**config.mk**
```make
export PLATFORM = sky130hd
export DESIGN_NAME = ddr_burst_host
export DESIGN_NICKNAME = d
export VERILOG_FILES = /design/src/design/sram_host_pkg.sv /design/src/design/word_buffer.sv /design/src/design/ddr_burst_host.sv
export SDC_FILE = /design/constraint.sdc
export NUM_CORES = 1
export LEC_CHECK = 0
export BUFFER_PORTS_ARGS = -buffer_cell sky130_fd_sc_hd__buf_2
export CAP_MARGIN = 15
export CORE_MARGIN = 4
export CORE_UTILIZATION = 30
export CTS_CLUSTER_DIAMETER = 60
export CTS_CLUSTER_SIZE = 16
export DETAILED_ROUTE_END_ITERATION = 8
export HOLD_SLACK_MARGIN = 0.06
export PLACE_DENSITY = 0.59
export SLEW_MARGIN = 5
export SYNTH_ARGS = -nofsm -noshare
export SYNTH_HDL_FRONTEND = slang
export SYNTH_SLANG_ARGS = --single-unit
```
**constraint.sdc**
```tcl
create_clock -name MCLK_I -period 3.2 [get_ports MCLK_I]
set_input_delay 0.16 -clock MCLK_I [delete_from_list [all_inputs] [get_ports MCLK_I]]
set_output_delay 0.16 -clock MCLK_I [all_outputs]
set_load 0.02 [all_outputs]
```
**src/design/sram_host_pkg.sv**
```systemverilog
// constants for the double-data-rate burst sram host controller
// assumes a 50 MHz system clock; the sram link clocks are divided from it
package sram_host_pkg;
    localparam int ADDR_W = 20;         // 1M 18-bit words, bursts of two at a and a^1
    localparam int WORD_W = 18;
    localparam int LANE_W = 2;
    localparam int BURST_W = 2 * WORD_W;
    localparam int BUF_DEPTH = 2;
    localparam int MCLK_NS = 20;
    // link clock divider: 8 system cycles per input timing clock period
    localparam logic [2:0] PH_LAST = 3'h7;
    localparam logic [2:0] PH_HALF = 3'h4;  // negative clock rises here
    localparam logic [2:0] PH_ISSUE = 3'h5; // pins change at phase 6
    localparam logic [2:0] PH_WORD2 = 3'h1; // second word changes at phase 2
    localparam logic [2:0] PH_DUE = 3'h2;   // arm capture after stale echo passes
    localparam int K_DIV = 8;
    // clock stop long enough to reset the delay loop
    localparam int STOP_NS = 30;
    localparam int STOP_CYC = (STOP_NS + MCLK_NS - 1) / MCLK_NS;
    localparam logic [1:0] STOP_LAST = 2'(STOP_CYC - 1);
    // delay loop lock time in input clock periods
    localparam int LOCK_KCYC = 1024;
    localparam logic [10:0] LOCK_LAST = 11'(LOCK_KCYC - 1);
    // idle cycles between a read and a following write
    localparam logic [1:0] RD_WR_NOPS = 2'h2;
    localparam int RD_WR_GAP = (2 + 1) * K_DIV;
    typedef enum logic [2:0] {
        ST_STOP = 3'b001,
        ST_LOCK = 3'b010,
        ST_RUN = 3'b100
    } link_state_t;
endpackage

```
**src/design/word_buffer.sv**
```systemverilog
// two-entry buffer for read bursts between the link and the user
// assumes one clock domain; pushes are only made while in_ready_o is high
`timescale 1ns/1ns
module word_buffer (
    input wire logic clk_i,
    input wire logic rstn_i,
    input wire logic in_valid_i,
    output logic in_ready_o,
    input wire logic [sram_host_pkg::BURST_W-1:0] in_data_i,
    output logic out_valid_o,
    input wire logic out_ready_i,
    output logic [sram_host_pkg::BURST_W-1:0] out_data_o,
    output logic [1:0] count_o
);
    import sram_host_pkg::*;

    logic [BURST_W-1:0] mem_r [BUF_DEPTH];
    logic [BURST_W-1:0] mem_nxt [BUF_DEPTH];
    logic wp_r, wp_nxt, rp_r, rp_nxt;
    logic [1:0] cnt_r, cnt_nxt;
    logic push, pop;

    // honest full and empty straight from the occupancy count
    assign in_ready_o = (cnt_r != 2'(BUF_DEPTH));
    assign out_valid_o = (cnt_r != 2'h0);
    assign out_data_o = mem_r[rp_r];
    assign count_o = cnt_r;
    assign push = in_valid_i && in_ready_o;
    assign pop = out_valid_o && out_ready_i;

    // pointer and count next values
    always_comb begin
        wp_nxt = push ? ~wp_r : wp_r;
        rp_nxt = pop ? ~rp_r : rp_r;
        cnt_nxt = cnt_r + 2'(push) - 2'(pop);
    end

    // one write port per entry
    for (genvar e = 0; e < BUF_DEPTH; e++) begin : g_entry
        always_comb begin
            mem_nxt[e] = (push && wp_r == 1'(e)) ? in_data_i : mem_r[e];
        end
        always_ff @(posedge clk_i or negedge rstn_i) begin
            if (!rstn_i) begin
                mem_r[e] <= '0;
            end else begin
                mem_r[e] <= mem_nxt[e];
            end
        end
    end

    always_ff @(posedge clk_i or negedge rstn_i) begin
        if (!rstn_i) begin
            wp_r <= 1'b0;
            rp_r <= 1'b0;
            cnt_r <= 2'h0;
        end else begin
            wp_r <= wp_nxt;
            rp_r <= rp_nxt;
            cnt_r <= cnt_nxt;
        end
    end
endmodule

```
**src/design/ddr_burst_host.sv**
```systemverilog
// host controller driving a pipelined double-data-rate burst sram
// assumes the sram is wired to the pins below and echoes its output clocks
`timescale 1ns/1ns
module ddr_burst_host (
    input wire logic MCLK_I,
    input wire logic RSTN_I,
    input wire logic CMD_VALID_I,
    output logic CMD_READY_O,
    input wire logic CMD_WRITE_I,
    input wire logic [sram_host_pkg::ADDR_W-1:0] CMD_ADDR_I,
    input wire logic [sram_host_pkg::BURST_W-1:0] CMD_WDATA_I,
    input wire logic [2*sram_host_pkg::LANE_W-1:0] CMD_LANE_N_I,
    output logic RD_VALID_O,
    input wire logic RD_READY_I,
    output logic [sram_host_pkg::BURST_W-1:0] RD_DATA_O,
    input wire logic SINGLE_CLOCK_I,
    input wire logic LOOP_ENABLE_I,
    input wire logic LOOP_RESET_I,
    output logic LINK_READY_O,
    output logic K_O,
    output logic K_N_O,
    output logic C_O,
    output logic C_N_O,
    output logic [sram_host_pkg::ADDR_W-1:0] ADDR_O,
    output logic ACCESS_STROBE_N_O,
    output logic RW_O,
    output logic [sram_host_pkg::LANE_W-1:0] LANE_WRITE_SEL_N_O,
    input wire logic [sram_host_pkg::WORD_W-1:0] DQ_I,
    output logic [sram_host_pkg::WORD_W-1:0] DQ_O,
    output logic DQ_OE_O,
    input wire logic RETURN_STROBE_POS_I,
    input wire logic RETURN_STROBE_NEG_I,
    output logic LOOP_DISABLE_N_O
);
    import sram_host_pkg::*;

    localparam int SY_W = WORD_W + 2;

    // three-stage synchronisers for pins driven by the sram
    logic [SY_W-1:0] sy1_r, sy2_r, sy3_r;
    always_ff @(posedge MCLK_I or negedge RSTN_I) begin
        if (!RSTN_I) begin
            sy1_r <= '0;
            sy2_r <= '0;
            sy3_r <= '0;
        end else begin
            sy1_r <= {RETURN_STROBE_POS_I, RETURN_STROBE_NEG_I, DQ_I};
            sy2_r <= sy1_r;
            sy3_r <= sy2_r;
        end
    end

    // echo strobe filters: a change counts once stages two and three agree
    logic pos_f_r, pos_f_nxt, neg_f_r, neg_f_nxt, pos_rise, neg_rise;
    always_comb begin
        pos_f_nxt = (sy2_r[SY_W-1] == sy3_r[SY_W-1]) ? sy3_r[SY_W-1] : pos_f_r;
        neg_f_nxt = (sy2_r[SY_W-2] == sy3_r[SY_W-2]) ? sy3_r[SY_W-2] : neg_f_r;
        pos_rise = pos_f_nxt && !pos_f_r;
        neg_rise = neg_f_nxt && !neg_f_r;
    end
    always_ff @(posedge MCLK_I or negedge RSTN_I) begin
        if (!RSTN_I) begin
            pos_f_r <= 1'b0;
            neg_f_r <= 1'b0;
        end else begin
            pos_f_r <= pos_f_nxt;
            neg_f_r <= neg_f_nxt;
        end
    end

    link_state_t st_r, st_nxt;
    logic [2:0] ph_r, ph_nxt;
    logic [1:0] stop_cnt_r, stop_cnt_nxt;
    logic [10:0] lock_cnt_r, lock_cnt_nxt;
    logic strap_r, strap_nxt, strap_done_r;
    logic k_r, k_nxt, kn_r, kn_nxt, c_r, c_nxt, cn_r, cn_nxt, ldis_r, ldis_nxt;
    logic [ADDR_W-1:0] addr_r, addr_nxt;
    logic ld_n_r, ld_n_nxt, rw_r, rw_nxt;
    logic w1_v_r, w1_v_nxt, w2_v_r, w2_v_nxt;
    logic [BURST_W-1:0] wbuf_r, wbuf_nxt;
    logic [2*LANE_W-1:0] wlane_r, wlane_nxt;
    logic [WORD_W-1:0] w2_r, w2_nxt, dq_r, dq_nxt;
    logic [LANE_W-1:0] w2_lane_r, w2_lane_nxt, lane_r, lane_nxt;
    logic oe_r, oe_nxt;
    logic [1:0] nop_r, nop_nxt;
    logic rd_issue_r, rd_issue_nxt, rd_launch_r, rd_launch_nxt, rd_prev_r, rd_prev_nxt;
    logic [1:0] due1_r, due1_nxt, due2_r, due2_nxt, infl_r, infl_nxt;
    logic [WORD_W-1:0] cap_lo_r, cap_lo_nxt;
    logic push, buf_in_ready, busy, issue_slot, read_ok, write_ok, take;
    logic [1:0] buf_cnt;

    // issue gating: reads need a reserved buffer slot, writes need the gap
    always_comb begin
        busy = w1_v_r || w2_v_r || (infl_r != 2'h0) || rd_issue_r || rd_launch_r;
        issue_slot = (st_r == ST_RUN) && (ph_r == PH_ISSUE) && !LOOP_RESET_I;
        read_ok = buf_in_ready && ({1'b0, infl_r} + {1'b0, buf_cnt} < 3'(BUF_DEPTH));
        write_ok = (nop_r == 2'h0);
        CMD_READY_O = issue_slot && (CMD_WRITE_I ? write_ok : read_ok);
        take = CMD_READY_O && CMD_VALID_I;
        LINK_READY_O = (st_r == ST_RUN);
    end

    // link clocks, delay-loop sequencing and the single-clock strap
    always_comb begin
        st_nxt = st_r;
        stop_cnt_nxt = stop_cnt_r;
        lock_cnt_nxt = lock_cnt_r;
        ph_nxt = ph_r + 3'h1;
        strap_nxt = strap_done_r ? strap_r : SINGLE_CLOCK_I;
        ldis_nxt = LOOP_ENABLE_I;
        case (st_r)
            ST_STOP: begin
                // both input clocks held high long enough to reset the loop
                if (stop_cnt_r != STOP_LAST) begin
                    stop_cnt_nxt = stop_cnt_r + 2'h1;
                end else if (!LOOP_RESET_I) begin
                    st_nxt = ST_LOCK;
                    lock_cnt_nxt = 11'h000;
                end
                ph_nxt = 3'h0;
            end
            ST_LOCK: begin
                if (!LOOP_ENABLE_I) begin
                    st_nxt = ST_RUN;
                end else if (ph_r == PH_LAST) begin
                    if (lock_cnt_r == LOCK_LAST) begin
                        st_nxt = ST_RUN;
                    end
                    lock_cnt_nxt = lock_cnt_r + 11'h001;
                end
            end
            ST_RUN: begin
                // stop only when idle, so no started burst is cut short
                if (LOOP_RESET_I && !busy && ph_r == PH_LAST) begin
                    st_nxt = ST_STOP;
                    stop_cnt_nxt = 2'h0;
                end
            end
            default: begin
                st_nxt = ST_LOCK;
            end
        endcase
        if (st_nxt == ST_STOP) begin
            k_nxt = 1'b1;
            kn_nxt = 1'b1;
        end else begin
            k_nxt = (ph_nxt < PH_HALF);
            kn_nxt = !k_nxt;
        end
        c_nxt = strap_nxt ? 1'b1 : k_nxt;
        cn_nxt = strap_nxt ? 1'b1 : kn_nxt;
    end

    // command pins and write data; pins change a quarter input clock period from sampling edges
    always_comb begin
        addr_nxt = addr_r;
        ld_n_nxt = ld_n_r;
        rw_nxt = rw_r;
        w1_v_nxt = w1_v_r;
        w2_v_nxt = w2_v_r;
        wbuf_nxt = wbuf_r;
        wlane_nxt = wlane_r;
        w2_nxt = w2_r;
        w2_lane_nxt = w2_lane_r;
        dq_nxt = dq_r;
        lane_nxt = lane_r;
        oe_nxt = oe_r;
        nop_nxt = nop_r;
        if (ph_r == PH_ISSUE) begin
            ld_n_nxt = 1'b1;
            if (nop_r != 2'h0) begin
                nop_nxt = nop_r - 2'h1;
            end
            // first word of the write launched at the last rise
            if (w1_v_r) begin
                dq_nxt = wbuf_r[WORD_W-1:0];
                lane_nxt = wlane_r[LANE_W-1:0];
                oe_nxt = 1'b1;
                w2_nxt = wbuf_r[BURST_W-1:WORD_W];
                w2_lane_nxt = wlane_r[2*LANE_W-1:LANE_W];
            end else begin
                oe_nxt = 1'b0;
                lane_nxt = {LANE_W{1'b1}};
            end
            w2_v_nxt = w1_v_r;
            w1_v_nxt = 1'b0;
            if (take) begin
                addr_nxt = CMD_ADDR_I;
                ld_n_nxt = 1'b0;
                rw_nxt = !CMD_WRITE_I;
                if (CMD_WRITE_I) begin
                    w1_v_nxt = 1'b1;
                    wbuf_nxt = CMD_WDATA_I;
                    wlane_nxt = CMD_LANE_N_I;
                end else begin
                    nop_nxt = RD_WR_NOPS;
                end
            end
        end
        // second word, held across the negative clock rise
        if (ph_r == PH_WORD2 && w2_v_r) begin
            dq_nxt = w2_r;
            lane_nxt = w2_lane_r;
            w2_v_nxt = 1'b0;
        end
    end

    // read return: words are taken on echo edges once a burst is due
    always_comb begin
        rd_issue_nxt = rd_issue_r;
        rd_launch_nxt = rd_launch_r;
        rd_prev_nxt = rd_prev_r;
        due1_nxt = due1_r;
        due2_nxt = due2_r;
        infl_nxt = infl_r;
        cap_lo_nxt = cap_lo_r;
        push = 1'b0;
        if (take && !CMD_WRITE_I) begin
            rd_issue_nxt = 1'b1;
        end
        if (ph_r == PH_LAST) begin
            rd_launch_nxt = rd_issue_r;
            rd_prev_nxt = rd_launch_r;
            rd_issue_nxt = 1'b0;
        end
        // arming late skips the echo edge left over from the last cycle
        if (ph_r == PH_DUE && rd_prev_r) begin
            due1_nxt = due1_nxt + 2'h1;
        end
        if (neg_rise && due1_r != 2'h0) begin
            cap_lo_nxt = sy3_r[WORD_W-1:0];
            due1_nxt = due1_nxt - 2'h1;
            due2_nxt = due2_nxt + 2'h1;
        end
        if (pos_rise && due2_r != 2'h0) begin
            push = 1'b1;
            due2_nxt = due2_nxt - 2'h1;
            infl_nxt = infl_nxt - 2'h1;
        end
        if (take && !CMD_WRITE_I) begin
            infl_nxt = infl_nxt + 2'h1;
        end
    end

    always_ff @(posedge MCLK_I or negedge RSTN_I) begin
        if (!RSTN_I) begin
            st_r <= ST_LOCK;
            ph_r <= 3'h0;
            stop_cnt_r <= 2'h0;
            lock_cnt_r <= 11'h000;
            strap_r <= 1'b0;
            strap_done_r <= 1'b0;
            k_r <= 1'b0;
            kn_r <= 1'b1;
            c_r <= 1'b0;
            cn_r <= 1'b1;
            ldis_r <= 1'b0;
            addr_r <= '0;
            ld_n_r <= 1'b1;
            rw_r <= 1'b1;
            w1_v_r <= 1'b0;
            w2_v_r <= 1'b0;
            wbuf_r <= '0;
            wlane_r <= '1;
            w2_r <= '0;
            w2_lane_r <= '1;
            dq_r <= '0;
            lane_r <= '1;
            oe_r <= 1'b0;
            nop_r <= 2'h0;
            rd_issue_r <= 1'b0;
            rd_launch_r <= 1'b0;
            rd_prev_r <= 1'b0;
            due1_r <= 2'h0;
            due2_r <= 2'h0;
            infl_r <= 2'h0;
            cap_lo_r <= '0;
        end else begin
            st_r <= st_nxt;
            ph_r <= ph_nxt;
            stop_cnt_r <= stop_cnt_nxt;
            lock_cnt_r <= lock_cnt_nxt;
            strap_r <= strap_nxt;
            strap_done_r <= 1'b1;
            k_r <= k_nxt;
            kn_r <= kn_nxt;
            c_r <= c_nxt;
            cn_r <= cn_nxt;
            ldis_r <= ldis_nxt;
            addr_r <= addr_nxt;
            ld_n_r <= ld_n_nxt;
            rw_r <= rw_nxt;
            w1_v_r <= w1_v_nxt;
            w2_v_r <= w2_v_nxt;
            wbuf_r <= wbuf_nxt;
            wlane_r <= wlane_nxt;
            w2_r <= w2_nxt;
            w2_lane_r <= w2_lane_nxt;
            dq_r <= dq_nxt;
            lane_r <= lane_nxt;
            oe_r <= oe_nxt;
            nop_r <= nop_nxt;
            rd_issue_r <= rd_issue_nxt;
            rd_launch_r <= rd_launch_nxt;
            rd_prev_r <= rd_prev_nxt;
            due1_r <= due1_nxt;
            due2_r <= due2_nxt;
            infl_r <= infl_nxt;
            cap_lo_r <= cap_lo_nxt;
        end
    end

    assign K_O = k_r;
    assign K_N_O = kn_r;
    assign C_O = c_r;
    assign C_N_O = cn_r;
    assign LOOP_DISABLE_N_O = ldis_r;
    assign ADDR_O = addr_r;
    assign ACCESS_STROBE_N_O = ld_n_r;
    assign RW_O = rw_r;
    assign LANE_WRITE_SEL_N_O = lane_r;
    assign DQ_O = dq_r;
    assign DQ_OE_O = oe_r;

    // reserved slots keep the buffer from ever refusing a finished burst
    word_buffer u_rdbuf (
        .clk_i(MCLK_I),
        .rstn_i(RSTN_I),
        .in_valid_i(push),
        .in_ready_o(buf_in_ready),
        .in_data_i({sy3_r[WORD_W-1:0], cap_lo_r}),
        .out_valid_o(RD_VALID_O),
        .out_ready_i(RD_READY_I),
        .out_data_o(RD_DATA_O),
        .count_o(buf_cnt)
    );

    // helpers for the checks below
    logic [WORD_W-1:0] wd_lo, wd_hi;
    logic [LANE_W-1:0] wl_lo, wl_hi;
    logic [7:0] since_rd_r;
    assign wd_lo = CMD_WDATA_I[WORD_W-1:0];
    assign wd_hi = CMD_WDATA_I[BURST_W-1:WORD_W];
    assign wl_lo = CMD_LANE_N_I[LANE_W-1:0];
    assign wl_hi = CMD_LANE_N_I[2*LANE_W-1:LANE_W];
    always_ff @(posedge MCLK_I or negedge RSTN_I) begin
        if (!RSTN_I) begin
            since_rd_r <= 8'hff;
        end else if (take && !CMD_WRITE_I) begin
            since_rd_r <= 8'h01;
        end else if (since_rd_r != 8'hff) begin
            since_rd_r <= since_rd_r + 8'h01;
        end
    end
endmodule

```
==> metrics.cfg <==
[outcome]
outcome = completed

[finish]
fin_util_pct = 39.6
fin_nets = 1151
postLayoutCellArea_um2 = 14900
fillCellCount = 3565
syn2layout_area_growth_pct = 30.0
drive_above_1_share_pct = 43.9

[floorplan]
die-area_um2 = 41500
start_util_pct = 30.5
core_area_um2 = 37800
rows = 71
die_y_um = 204
ios = 175
die_w_um = 204

[cts]
insertion_delay_ns = 0.56
cts_setup_buffers = 0
cts_buffers = 31
cts_buffer_depth = 3
numClockSinks = 298
cts-htree-levels = 1
cts-root-buf = clkbuf_16
clkSlewWorstSetupHoldPaths_ns = 0.06
holdBufCountCts = 86
tritoncts = done
cts_resized = 0

[logic_synthesis]
ys_ff_latch = 298
synth.top_cell.area_share_pct = 62.0
synth_edf_count = 0
yosys_warnings = 0
synth_area_um2 = 11500
synth_commonest_cells = dfrtp_1, mux2_2, nor2_1
synth.most_common_cell = dfrtp_1
synthCells = 775
yosysSeqAreaShare_pct = 65.0
ys_types = 52
synth_top_cell_by_area = dfrtp_1
synth_area_leaders = dfrtp_1, mux2_2, dfstp_2, nor2_1, mux2_4
syn_avg_cell_area_um2 = 14.8
yosys_most_used_dff = dfrtp_1
synthArstFlopShare_pct = 100
synthesis.nets = 875

[global_routing]
grt_pass1_wl_mm = 39.8
antenna_found_initial = 3
grt_max_degree = 91
grt-ovfl-total = 0
groute.usage.overall_pct = 11.6
grt_pass1_vias = 7543

[sta]
finalHoldViolCount = 0
worstMarginPinSlew_ns = 0.969
hold_ws_ns = 0.189
slew_violations = 0
tns_ns = 0
fin_crit_ns = 2.83
setup_viol = 0
fmax_mhz = 353
rsz0062_at_grt = no
slew-limit-headroom_pct = 35.4
min_period_over_period_pct = 88.5
fin_skew_ns = 0.0132

[drt]
wire_per_inst_um = 15.1
routed_wl_mm = 23.9
postRouteAntennaNets = 0
num_vias = 6905
viasPerCell = 4.35
drtPass1Iterations = 4
drt_iter0_markers = 241
drc = 0

[pwr]
total_power_mw = 11.6
p_leak_nw = 7.35
ir_drop_mv = 0.390
p_per_area_nw_per_um2 = 777

[critical_path]
crit_path_start_kind = flip-flop
path_max_fanout = 4
r2r_slack_ns = 0.75
crit_arrival_ns = 2.67
path_class = reg -> out
crit_path_end_kind = output port
cp.required_ns = 3.04

[placed_design]
place_area_um2 = 13000
dp_hpwl_mm = 15.0
port_buffers = 174
place.gp.congestion = 0.721

[flow_run]
cap_violations = 0

[worst_hold_path]
min_path_type = in -> reg

## metal layers
metal	vias to the layer above	wire length, µm	track usage [%]
met1	3452	10800	15.3
met5	-	27	0
met2	161	10900	18.9
li1	3245	-	-
met3	43	1750	3.94
met4	4	483	2.53
## worst paths after layout
kind / from / endpoint / cells after the start
worst min-delay path: CMD_VALID_I / RW_O / 5
min in group asynchronous: RSTN_I / u_rdbuf.mem_r[64] / 2
worst max register to register: infl_r[0] / ADDR_O[11] / 8
worst min register to register: sy1_r[4] / sy2_r[4] / 0
worst max-delay path: infl_r[0] / CMD_READY_O / 7
max in group asynchronous: RSTN_I / C_N_O / 3
## state kept, by name, indices dropped and copies added (netlist names), 3 cells and up
name           count
u_rdbuf.mem_r     72
st_r               3
sy2_r             20
wlane_r            4
lock_cnt_r        11
cap_lo_r          18
w2_r              18
sy1_r             20
wbuf_r            36
sy3_r             20
DQ_O              18
ADDR_O            20
ph_r               3
## cell usage in the layout (no fill, tap or decap), drive strengths merged, types with 13 or more instances in the layout
cell         netlist  routed
xnor2             16      16
nand2             23      23
clkbuf            17      36
inv               19      27
dfrtp            285     285
o22ai             19      19
dlygate4sd3        0      86
buf               16     190
dfstp             13      13
mux2             208     208
nor2              58      58
## worst max-delay path: stages (launching register included)
cell	delay [ns]
dfrtp_1	0.44
inv_1	0.09
nor2_1	0.13
fa_1	0.53
nor4_1	0.39
a21oi_1	0.09
nor4_1	0.21
buf_2	0.23
## kinds of logic after synthesis
family	after synthesis	share of synthesized area (%)
AOI/OAI and AO/OA	45	2.42
xor gates and xnor gates	23	1.75
adders and majority gates	14	1.54
buffers and inverters	52	2.55
DFF	298	65.0
muxes	211	21.0
other	1	0.0326
and+or+nand+nor	131	5.77
## power breakdown
group          internal [mW]  leakage (nW)  total [mW]  switching, mW
clock                   2.13         0.527        3.74           1.61
combinational           1.36          3.01        2.77           1.41
sequential              4.56          3.82        5.10          0.538
## layout make-up
type                       count  area (µm²)  share of cell area [%]
antenna                        1        2.50                  0.0167
clock buffer                  36         815                    5.45
clock inverter                20         264                    1.77
inverter                      19        71.3                   0.477
multi-input combinational    425        3740                    25.1
sequential                   298        7470                    50.0
tap                          511         639                    4.28
timing repair buffer         276        1940                    13.0
## per-stage QoR
stage	cells	worst slack, ns
global route	1586	0.134
detailed placement	1443	0.724
finish	1586	0.368
floorplan	775	0.798
global placement	1443	0.786
CTS	1585	0.300
(Power assumes the default switching activity.)
